**src/dcs_pkg.sv**
```systemverilog
// Constants for the drive command source selector.
// Assumes one 100 MHz system clock and a synchronous active-low reset.
`default_nettype none

package dcs_pkg;

   localparam int unsigned DCS_SEL_W = 6;
   localparam int unsigned DCS_SYNC_STAGES = 2;

   localparam logic [DCS_SEL_W-1:0] DCS_SEL_CONTACTS = 6'h00;
   localparam logic [DCS_SEL_W-1:0] DCS_SEL_STATE_MACHINE = 6'h01;
   localparam logic [DCS_SEL_W-1:0] DCS_SEL_REMOTE = 6'h02;
   localparam logic [DCS_SEL_W-1:0] DCS_SEL_KP_DIR_CT = 6'h03;
   localparam logic [DCS_SEL_W-1:0] DCS_SEL_KPCT_DIR_CT = 6'h04;
   localparam logic [DCS_SEL_W-1:0] DCS_SEL_3W_DIR_CT = 6'h05;
   localparam logic [DCS_SEL_W-1:0] DCS_SEL_KP_DIR_KP = 6'h0d;
   localparam logic [DCS_SEL_W-1:0] DCS_SEL_KPCT_DIR_KP = 6'h0e;
   localparam logic [DCS_SEL_W-1:0] DCS_SEL_CT_CW = 6'h14;
   localparam logic [DCS_SEL_W-1:0] DCS_SEL_KP_CW = 6'h17;
   localparam logic [DCS_SEL_W-1:0] DCS_SEL_KPCT_CW = 6'h18;
   localparam logic [DCS_SEL_W-1:0] DCS_SEL_CT_CCW = 6'h1e;
   localparam logic [DCS_SEL_W-1:0] DCS_SEL_KP_CCW = 6'h21;
   localparam logic [DCS_SEL_W-1:0] DCS_SEL_KPCT_CCW = 6'h22;
   localparam logic [DCS_SEL_W-1:0] DCS_SEL_CT_DIR_ANY = 6'h2b;
   localparam logic [DCS_SEL_W-1:0] DCS_SEL_ANY_DIR_ANY = 6'h2c;
   localparam logic [DCS_SEL_W-1:0] DCS_SEL_3WKP_DIR_ANY = 6'h2e;

   localparam logic [DCS_SEL_W-1:0] DCS_SEL_RESET = DCS_SEL_CONTACTS;

endpackage : dcs_pkg

`default_nettype wire

```
**src/dcs_sync.sv**
```systemverilog
// Two-stage synchroniser for a group of level inputs from pins.
// Assumes the inputs are asynchronous to clock and change slowly.
`default_nettype none

module dcs_sync #(
   parameter int unsigned WIDTH = 1
) (
   input wire logic clock,
   input wire logic rst_n,
   input wire logic [WIDTH-1:0] async_in,
   output logic [WIDTH-1:0] sync_out
);

   logic [WIDTH-1:0] stage1_reg;

   always_ff @(posedge clock)
   begin
      if (!rst_n)
      begin
         stage1_reg <= '0;
         sync_out <= '0;
      end
      else
      begin
         stage1_reg <= async_in;
         sync_out <= stage1_reg;
      end
   end

endmodule // dcs_sync

`default_nettype wire

```
**src/dcs_selector.sv**
```systemverilog
// Drive command source selector: picks start, stop and direction commands.
// Assumes contact and safety inputs come from pins; keypad and comm inputs share clock.
//
// What this block does
// Output stage enabled only while both safety enable inputs are high.
// Setting 0: start, stop and direction from contact inputs only.
// Setting 1: start, stop and direction from the comm state machine.
// Setting 2: start, stop and direction from remote logic signals over comm.
// Setting 3: start/stop from keypad unit, direction from contacts.
// Setting 4: start/stop from keypad or contacts, direction from contacts.
// Setting 5: three-wire control, direction and hold signal from contacts.
// Setting 13: start, stop and direction from keypad unit only.
// Setting 14: start/stop from keypad or contacts, direction from keypad.
// Setting 20: start/stop from contacts, direction fixed clockwise.
// Setting 23: start/stop from keypad unit, direction fixed clockwise.
// Setting 24: start/stop from keypad or contacts, direction fixed clockwise.
// Settings 30, 33, 34 mirror 20, 23, 24 with anticlockwise direction.
// Setting 43: start/stop from contacts, direction from keypad or contacts.
// Setting 44: start, stop and direction from keypad or contacts.
// Setting 46: three-wire, direction and hold from contacts or keypad.
// Changing setting while running keeps running unless new source says stop.
// Unknown setting codes are refused; the old setting stays active.
`default_nettype none

module dcs_selector
   import dcs_pkg::*;
(
   input wire logic clock,
   input wire logic rst_n,
   input wire logic safety_enable_a,
   input wire logic safety_enable_b,
   input wire logic contact_start_cw,
   input wire logic contact_start_ccw,
   input wire logic contact_three_wire,
   input wire logic keypad_unit_start,
   input wire logic keypad_unit_stop,
   input wire logic keypad_unit_dir_ccw,
   input wire logic keypad_unit_three_wire,
   input wire logic comm_run,
   input wire logic comm_dir_ccw,
   input wire logic remote_start_cw,
   input wire logic remote_start_ccw,
   input wire logic [dcs_pkg::DCS_SEL_W-1:0] sel_value,
   input wire logic sel_write,
   output logic [dcs_pkg::DCS_SEL_W-1:0] active_sel_reg,
   output logic sel_reject_reg,
   output logic stage_enable_reg,
   output logic drive_run_reg,
   output logic dir_ccw_reg
);

   import dcs_pkg::*;

   logic [4:0] pins_sync;
   logic safety_a_s;
   logic safety_b_s;
   logic ct_cw;
   logic ct_ccw;
   logic ct_hold;
   logic ct_cw_prev_reg;
   logic ct_ccw_prev_reg;
   logic ct_start_edge;
   logic ct_run;
   logic ct_dir_req;
   logic ct_dir_ccw;
   logic rm_run;
   logic rm_dir_ccw;
   logic kp_run_reg;
   logic kp_run_next;
   logic tw_run_reg;
   logic tw_run_next;
   logic tw_keypad_on;
   logic sel_valid;
   logic sel_change;
   logic safety_ok;
   logic demand_run;
   logic demand_ccw;
   logic any_dir_ccw;

   dcs_sync #(
      .WIDTH(5)
   ) u_pin_sync (
      .clock(clock),
      .rst_n(rst_n),
      .async_in({safety_enable_a, safety_enable_b, contact_start_cw,
                 contact_start_ccw, contact_three_wire}),
      .sync_out(pins_sync)
   );

   assign safety_a_s = pins_sync[4];
   assign safety_b_s = pins_sync[3];
   assign ct_cw = pins_sync[2];
   assign ct_ccw = pins_sync[1];
   assign ct_hold = pins_sync[0];

   // Both enables must be high for the output stage and for any run command.
   assign safety_ok = safety_a_s & safety_b_s;

   // Contact commands: either start line runs; clockwise wins when both are on.
   assign ct_run = ct_cw | ct_ccw;
   assign ct_dir_req = ct_cw | ct_ccw;
   assign ct_dir_ccw = ct_ccw & ~ct_cw;
   assign ct_start_edge = (ct_cw & ~ct_cw_prev_reg) | (ct_ccw & ~ct_ccw_prev_reg);
   assign rm_run = remote_start_cw | remote_start_ccw;
   assign rm_dir_ccw = remote_start_ccw & ~remote_start_cw;

   // Contacts give direction when they request one, otherwise the keypad does.
   assign any_dir_ccw = ct_dir_req ? ct_dir_ccw : keypad_unit_dir_ccw;

   // A three-wire setting with keypad participation.
   assign tw_keypad_on = (active_sel_reg == DCS_SEL_3WKP_DIR_ANY);

   // Only the listed codes are accepted.
   always_comb
   begin
      sel_valid = 1'b0;
      if (sel_value == DCS_SEL_CONTACTS || sel_value == DCS_SEL_STATE_MACHINE ||
          sel_value == DCS_SEL_REMOTE || sel_value == DCS_SEL_KP_DIR_CT ||
          sel_value == DCS_SEL_KPCT_DIR_CT || sel_value == DCS_SEL_3W_DIR_CT)
      begin
         sel_valid = 1'b1;
      end
      else if (sel_value == DCS_SEL_KP_DIR_KP || sel_value == DCS_SEL_KPCT_DIR_KP ||
               sel_value == DCS_SEL_CT_CW || sel_value == DCS_SEL_KP_CW ||
               sel_value == DCS_SEL_KPCT_CW)
      begin
         sel_valid = 1'b1;
      end
      else if (sel_value == DCS_SEL_CT_CCW || sel_value == DCS_SEL_KP_CCW ||
               sel_value == DCS_SEL_KPCT_CCW || sel_value == DCS_SEL_CT_DIR_ANY ||
               sel_value == DCS_SEL_ANY_DIR_ANY || sel_value == DCS_SEL_3WKP_DIR_ANY)
      begin
         sel_valid = 1'b1;
      end
   end

   assign sel_change = sel_write & sel_valid & (sel_value != active_sel_reg);

   // Source selection register and refusal flag.
   always_ff @(posedge clock)
   begin
      if (!rst_n)
      begin
         active_sel_reg <= DCS_SEL_RESET;
         sel_reject_reg <= 1'b0;
      end
      else
      begin
         sel_reject_reg <= sel_write & ~sel_valid;
         if (sel_write && sel_valid)
         begin
            active_sel_reg <= sel_value;
         end
      end
   end

   // Previous contact levels for start-edge detection.
   always_ff @(posedge clock)
   begin
      if (!rst_n)
      begin
         ct_cw_prev_reg <= 1'b0;
         ct_ccw_prev_reg <= 1'b0;
      end
      else
      begin
         ct_cw_prev_reg <= ct_cw;
         ct_ccw_prev_reg <= ct_ccw;
      end
   end

   // Keypad run latch: start sets, stop clears and wins over start.
   always_comb
   begin
      kp_run_next = kp_run_reg;
      if (sel_change)
      begin
         kp_run_next = drive_run_reg;
      end
      if (keypad_unit_start)
      begin
         kp_run_next = 1'b1;
      end
      if (keypad_unit_stop || !safety_ok)
      begin
         kp_run_next = 1'b0;
      end
   end

   always_ff @(posedge clock)
   begin
      if (!rst_n)
      begin
         kp_run_reg <= 1'b0;
      end
      else
      begin
         kp_run_reg <= kp_run_next;
      end
   end

   // Three-wire latch: a start edge sets it, dropping the hold line clears it.
   always_comb
   begin
      tw_run_next = tw_run_reg;
      if (sel_change)
      begin
         tw_run_next = drive_run_reg;
      end
      if (ct_start_edge || (tw_keypad_on && keypad_unit_start))
      begin
         tw_run_next = 1'b1;
      end
      if (tw_keypad_on)
      begin
         if (!(ct_hold || keypad_unit_three_wire) || keypad_unit_stop)
         begin
            tw_run_next = 1'b0;
         end
      end
      else if (!ct_hold)
      begin
         tw_run_next = 1'b0;
      end
      if (!safety_ok)
      begin
         tw_run_next = 1'b0;
      end
   end

   always_ff @(posedge clock)
   begin
      if (!rst_n)
      begin
         tw_run_reg <= 1'b0;
      end
      else
      begin
         tw_run_reg <= tw_run_next;
      end
   end

   // Command routing per active setting; direction holds when no source gives one.
   always_comb
   begin
      demand_run = 1'b0;
      demand_ccw = dir_ccw_reg;
      case (active_sel_reg)
         DCS_SEL_CONTACTS:
         begin
            demand_run = ct_run;
            demand_ccw = ct_dir_req ? ct_dir_ccw : dir_ccw_reg;
         end
         DCS_SEL_STATE_MACHINE:
         begin
            demand_run = comm_run;
            demand_ccw = comm_dir_ccw;
         end
         DCS_SEL_REMOTE:
         begin
            demand_run = rm_run;
            demand_ccw = rm_run ? rm_dir_ccw : dir_ccw_reg;
         end
         DCS_SEL_KP_DIR_CT:
         begin
            demand_run = kp_run_next;
            demand_ccw = ct_dir_req ? ct_dir_ccw : dir_ccw_reg;
         end
         DCS_SEL_KPCT_DIR_CT:
         begin
            demand_run = kp_run_next | ct_run;
            demand_ccw = ct_dir_req ? ct_dir_ccw : dir_ccw_reg;
         end
         DCS_SEL_3W_DIR_CT:
         begin
            demand_run = tw_run_next;
            demand_ccw = ct_dir_req ? ct_dir_ccw : dir_ccw_reg;
         end
         DCS_SEL_KP_DIR_KP:
         begin
            demand_run = kp_run_next;
            demand_ccw = keypad_unit_dir_ccw;
         end
         DCS_SEL_KPCT_DIR_KP:
         begin
            demand_run = kp_run_next | ct_run;
            demand_ccw = keypad_unit_dir_ccw;
         end
         DCS_SEL_CT_CW:
         begin
            demand_run = ct_run;
            demand_ccw = 1'b0;
         end
         DCS_SEL_KP_CW:
         begin
            demand_run = kp_run_next;
            demand_ccw = 1'b0;
         end
         DCS_SEL_KPCT_CW:
         begin
            demand_run = kp_run_next | ct_run;
            demand_ccw = 1'b0;
         end
         DCS_SEL_CT_CCW:
         begin
            demand_run = ct_run;
            demand_ccw = 1'b1;
         end
         DCS_SEL_KP_CCW:
         begin
            demand_run = kp_run_next;
            demand_ccw = 1'b1;
         end
         DCS_SEL_KPCT_CCW:
         begin
            demand_run = kp_run_next | ct_run;
            demand_ccw = 1'b1;
         end
         DCS_SEL_CT_DIR_ANY:
         begin
            demand_run = ct_run;
            demand_ccw = any_dir_ccw;
         end
         DCS_SEL_ANY_DIR_ANY:
         begin
            demand_run = kp_run_next | ct_run;
            demand_ccw = any_dir_ccw;
         end
         DCS_SEL_3WKP_DIR_ANY:
         begin
            demand_run = tw_run_next;
            demand_ccw = any_dir_ccw;
         end
         default:
         begin
            demand_run = 1'b0;
            demand_ccw = dir_ccw_reg;
         end
      endcase
   end

   // Registered outputs; run is blocked unless both safety enables are high.
   always_ff @(posedge clock)
   begin
      if (!rst_n)
      begin
         stage_enable_reg <= 1'b0;
         drive_run_reg <= 1'b0;
         dir_ccw_reg <= 1'b0;
      end
      else
      begin
         stage_enable_reg <= safety_ok;
         drive_run_reg <= demand_run & safety_ok;
         dir_ccw_reg <= demand_ccw;
      end
   end

endmodule // dcs_selector

`default_nettype wire

```
**config.mk**
```make
export PLATFORM = sky130hd
export DESIGN_NAME = dcs_selector
export DESIGN_NICKNAME = d
export VERILOG_FILES = /design/src/dcs_pkg.sv /design/src/dcs_sync.sv /design/src/dcs_selector.sv
export SDC_FILE = /design/constraint.sdc
export NUM_CORES = 1
export LEC_CHECK = 0
export BUFFER_PORTS_ARGS = -buffer_cell sky130_fd_sc_hd__buf_2
export CAP_MARGIN = 20
export CORE_MARGIN = 2
export CORE_UTILIZATION = 55
export CTS_CLUSTER_SIZE = 20
export DETAILED_ROUTE_END_ITERATION = 12
export HOLD_SLACK_MARGIN = 0.08
export PLACE_DENSITY = 0.86
export SLEW_MARGIN = 20
export SYNTH_ARGS = -nofsm -noshare
export SYNTH_HDL_FRONTEND = slang
export SYNTH_SLANG_ARGS = --single-unit
```
**constraint.sdc**
```tcl
create_clock -name clock -period 4 [get_ports clock]
set_input_delay 0.4 -clock clock [delete_from_list [all_inputs] [get_ports clock]]
set_output_delay 0.4 -clock clock [all_outputs]
set_load 0.02 [all_outputs]
```
# == Word-level counts from Yosys, hierarchy flattened ==
# Index checks and enable logic that the tools add are counted.
# totals
regBits,24
latchBits,0
ram_bits,0
romBits,0
input_bits,22
output_inout_bits,10
wordCells,116
memories,0
# op_classes
addsub,0
multipliers,0
n_div,0
magnitude_cmp,0
eq_ne,35
shifts,0
n_mux,17
bitwise_logic,18
reduce_logical,35
# ops
operator,n
6-bit == test (second input constant),10
6-bit by 5-bit == test with 1-bit output (second input constant),8
6-bit by 2-bit == test with 1-bit output (second input constant),4
6-bit by 3-bit == test with 1-bit output (second input constant),4
6-bit by 4-bit == test with 1-bit output (second input constant),4
1-bit logical OR,18
1-bit two-way mux,15
6-bit by 1-bit == test with 1-bit output (second input constant),2
6-bit logical NOT,2
4-bit OR reduction,3
1-bit AND,9
3-bit OR reduction,3
1-bit case mux with 7 select lines,1
7-bit nonzero test,1
6-bit != test,1
1-bit case mux with 6 select lines,1
1-bit NOT,5
5-bit OR reduction,1
1-bit bitwise OR,4
2-bit OR reduction,2
3-bit AND reduction,1
1-bit logical AND,2
1-bit logical NOT,2
2-bit by 1-bit != test with 1-bit output (second input constant),1
2-bit != test (second input constant),1

# == Logic depth before layout (Yosys ltp) ==
# depth
word_depth,18
ltp_mapped,8
mapped_depth_nobuf,6

# == Cells and area by module ==
# From an unflattened synthesis, not the netlist that was laid out.
# hier_totals
cells_unflattened,209
hier_area_um2,1661.6
# modules_own_cells
mod,instances,cells_each,area_each_um2,seq_area_each_um2
dcs_selector,1,189,1398.8,280.3
dcs_sync,1,20,262.8,200.2

# == Worst setup path after synthesis ==
# Ideal clock, no wire load.
# synth_path
path_kind,register to register
from,register active_sel_reg[4] (netlist bit)
to,register drive_run_reg
setup_time_ns,0.126
arrival_ns,1.596
required_time_ns,3.874
slack_ns,2.278
path_stages_with_launch,8
n_path_buf,1
period_less_slack_ns,1.722
cell_sequence,dfxtp_1 > buf_2 > nand3b_1 > o311ai_0 > a2111oi_0 > o21ai_0 > o211ai_1 > a31oi_1
# synth_between
elab_chain_cells,9
elab_cells_between_ends,37
cone_classes,eq/ne (17); mux (10); bitwise (3); reduce/logical (7)
# synth_lines
item,line,text
start: declaration,dcs_selector.sv:45,"output logic [dcs_pkg::DCS_SEL_W-1:0] active_sel_reg,"
start signal: assignment,dcs_selector.sv:152,active_sel_reg <= sel_value;
6-bit != test / 6-bit == test (equally long branches),"dcs_selector.sv:137, dcs_selector.sv:111, dcs_selector.sv:248",
1-bit AND / 1-bit logical AND (equally long branches),"dcs_selector.sv:137, dcs_selector.sv:210",
1-bit two-way mux / 1-bit logical OR (equally long branches),"dcs_selector.sv:206, dcs_selector.sv:210",
1-bit two-way mux,dcs_selector.sv:210,if (ct_start_edge || (tw_keypad_on && keypad_unit_start))
"1-bit two-way mux, on equally long branches","dcs_selector.sv:221, dcs_selector.sv:216",
1-bit two-way mux,dcs_selector.sv:214,if (tw_keypad_on)
1-bit two-way mux,dcs_selector.sv:225,if (!safety_ok)
1-bit case mux with 6 select lines *,dcs_selector.sv:248,case (active_sel_reg)
1-bit AND *,dcs_selector.sv:354,drive_run_reg <= demand_run & safety_ok;
end signal: assignment,dcs_selector.sv:354,
end: declaration,dcs_selector.sv:48,"output logic drive_run_reg,"
# Mark *: on every way between the ends. The rest lies on a longest branch, timed or not.
# A chain may end at the register's enable or synchronous reset.

# == Worst setup path in the final report ==
# layout_path
from,register active_sel_reg[1] (netlist bit)
to,register drive_run_reg
# The elaborated chain is that of the path after synthesis.

==> flow_summary_export.csv <==
group,metric,value,unit
outcome,status,"finished clean",
logic_synthesis,ys_seq_elements,24,
detailed_routing,post-route-drc-count,0,
min_path,hp-start,"safety_enable_a",
power,vdd_drop_max,266,µV
floorplan,die_x,60.1,µm
min_path,holdPathEnd,"u_pin_sync.stage1_reg[4]$_SDFF_PN0_",
clocking,path_clk_slew,0.14,ns
detailed_routing,ant_nets,0,
logic_synthesis,synth_edf_count,0,
placed_design,place_area,1820,µm²
setup_path,r2r_slack,1.77,ns
timing,tns,0,ns
setup_path,reg2reg_depth,6,
finish,drive_gt1_share,19.6,%
detailed_routing,vias_per_cell,5.83,
logic_synthesis,avgSynthCellArea,8.13,µm²
timing,worst_pin_slew,0.804,ns
power,finalPower,560,µW
logic_synthesis,netlist-cell-type-count,59,
global_routing,grt_pass1_vias,1436,
timing,skew,0.00131,ns
logic_synthesis,postSynthCellCount,213,
setup_path,critPathRequiredTime,4.25,ns
timing,rsz0062_at_grt,"false",
logic_synthesis,synth-seq-area-share,27.7,%
finish,insertedDiodeCount,0,
floorplan,die_y,60.1,µm
detailed_routing,num_vias,1598,
timing,slew_headroom,46.4,%
clocking,clk_path_buf_depth,2,
detailed_routing,first_pass_iters,4,
clocking,post_cts_buffers,0,
floorplan,io_pins,32,
finish,largest_register_ffs,6,
clocking,ctsHoldBuffers,0,
placed_design,port-buffer-count,31,
placed_design,hpwl,2.61,mm
clocking,cts_tree,"yes",
power,p_leak,0.000771,µW
setup_path,critPathMaxFanout,25,
timing,period_minus_slack,2.23,ns
finish,nets,253,
clocking,cts_htree_levels,1,
timing,setup_violations,0,
finish,areaGrowthSynthToFinish,7.88,%
setup_path,cp.arrival,2.48,ns
global_routing,antenna_found_initial,0,
clocking,root_buffer,"clkbuf_4",
min_path,min_path_cells,2,
setup_path,crit_type,"register to register",
floorplan,core_area,3030,µm²
clocking,cts_buffers,3,
global_routing,grt_first_pass_wirelength,6.23,mm
logic_synthesis,ys.flop_type,"dfxtp_1",
timing,whs,0.280,ns
placed_design,gp_congestion,0.904,
setup_path,worstReg2RegStart,"active_sel_reg[1]$_SDFFE_PN0P_",
setup_path,startpoint_type,"register",
floorplan,fp-row-count,20,
detailed_routing,route.detailed.wl_per_inst,13.5,µm
floorplan,start_util,57.2,%
logic_synthesis,yosysWarnings,0,
detailed_routing,drt_wl_total,3.70,mm
finish,design_area,1870,µm²
timing,maxSlewViolCount,0,
clocking,cts.sinks,24,
job,cap_violations,0,
global_routing,overflow,0,
setup_path,rr_endpoint,"drive_run_reg$_SDFF_PN0_",
floorplan,die_area,3610,µm²
timing,hold_viol_final,0,
logic_synthesis,synth_fp_nets,235,
min_path,hold_class,"input port to register",
clocking,ctsResizeCount,0,
global_routing,grt_max_degree,26,
timing,fin_crit_sh,55.7,%
logic_synthesis,synthArstFlopShare,0,%
setup_path,worstSetupEndpointType,"register",
power,p_per_area,300,nW/µm²
timing,fmax,449,MHz
clocking,clkLatencyLatePin,0.31,ns
global_routing,grt_usage,22.2,%
logic_synthesis,syn-cell-area,1730,µm²
detailed_routing,first_iter_violations,83,
report_power, final:
part           internal, µW  total [µW]  switching (µW)
clock network           101         178            76.6
registers               250         268            18.6
logic                  51.7         113            61.8
critical path, stage by stage, from the launching register on:
cell       delay (ns)
dfxtp_1          0.87
nand3b_1         0.25
o311ai_0         0.45
a2111oi_0        0.13
o21ai_0          0.13
o211ai_1         0.15
a31oi_1          0.19
cells in the final DEF, fill, tap and decap left out, types with 2 or more instances in the layout:
master / n
o21ai_1: 2
nor4_1: 2
a31oi_1: 5
inv_1: 8
xor2_1: 8
and2_1: 13
a21oi_1: 11
o21ai_0: 4
mux2i_1: 7
o211ai_1: 4
o22ai_1: 4
nor4b_1: 2
nand2_1: 8
and3b_1: 2
nand3b_1: 7
xnor2_1: 3
nand2b_1: 5
nor2_1: 26
nor3_1: 7
a211oi_1: 3
nor2b_1: 3
buf_2: 31
o31a_1: 2
clkbuf_4: 3
a21o_1: 3
dfxtp_1: 24
a22oi_1: 2
cells by family after synthesis:
group | synth area share (%)
muxes | 4.70
xor gates and xnor gates | 5.56
AOI/OAI and AO/OA | 24.4
DFF | 27.7
and+or+nand+nor | 28.3
buffers and inverters | 9.25
final cells by class:
cell class                 count  area, µm²
tap                           44       55.1
timing repair buffer          31        155
multi-input combinational    162       1090
inverter                       9       33.8
clock buffer                   3       22.5
fill                         283       1160
sequential                    24        480
clock inverter                 1       30.0
synthesized netlist by cell type (2+ instances only):
master	count	share of area (%)
nor2b_1	3	1.1
buf_4	5	2.2
buf_6	4	2.6
nand2b_1	5	1.8
nor4b_1	2	1.0
nand2_1	8	1.7
nor3_1	7	2.0
o31a_1	2	1.0
a21oi_1	11	3.2
xor2_1	8	4.0
and3b_1	2	1.0
nand3b_1	7	3.0
inv_1	8	1.7
and2_1	13	4.7
mux2i_1	7	4.0
dfxtp_1	24	28
nor2_1	26	5.6
a22oi_1	2	0.87
a31oi_1	5	1.8
o21ai_0	4	1.2
a211oi_1	3	1.3
xnor2_1	3	1.5
nor4_1	2	0.72
o211ai_1	4	1.7
o21ai_1	2	0.58
o22ai_1	4	1.4
buf_2	8	2.3
a21o_1	3	1.3
per-layer routing:
layer	share of wire, %	vias up	global-route usage, %
li1	-	795	-
met1	43	733	30.4
met2	50	66	35.6
met3	6.6	4	3.03
met4	0.51	0	7.62
met5	0	-	0
how the worst max path moves through the flow:
stage,from,to,slack [ns],cells after the start
floorplan,active_sel_reg[4]$_SDFFE_PN0P_,drive_run_reg$_SDFF_PN0_,2.28,7
global placement,active_sel_reg[2]$_SDFFE_PN0P_,dir_ccw_reg$_SDFFE_PN0P_,1.93,6
detailed placement,active_sel_reg[1]$_SDFFE_PN0P_,drive_run_reg$_SDFF_PN0_,1.88,6
CTS,active_sel_reg[1]$_SDFFE_PN0P_,drive_run_reg$_SDFF_PN0_,1.80,6
global route,active_sel_reg[0]$_SDFFE_PN0P_,drive_run_reg$_SDFF_PN0_,1.58,6
finish,active_sel_reg[1]$_SDFFE_PN0P_,drive_run_reg$_SDFF_PN0_,1.77,6
through the flow:
stage | instances | utilization [%] | setup WS [ns]
after global placement | 270 | 60.0 | 1.93
after detailed placement | 270 | 60.0 | 1.88
after global routing | 274 | 61.7 | 1.58
after CTS | 274 | 61.7 | 1.80
final | 274 | 61.7 | 1.77
after floorplan | 213 | - | 2.28
No activity file was read; power rests on OpenSTA's default activity.
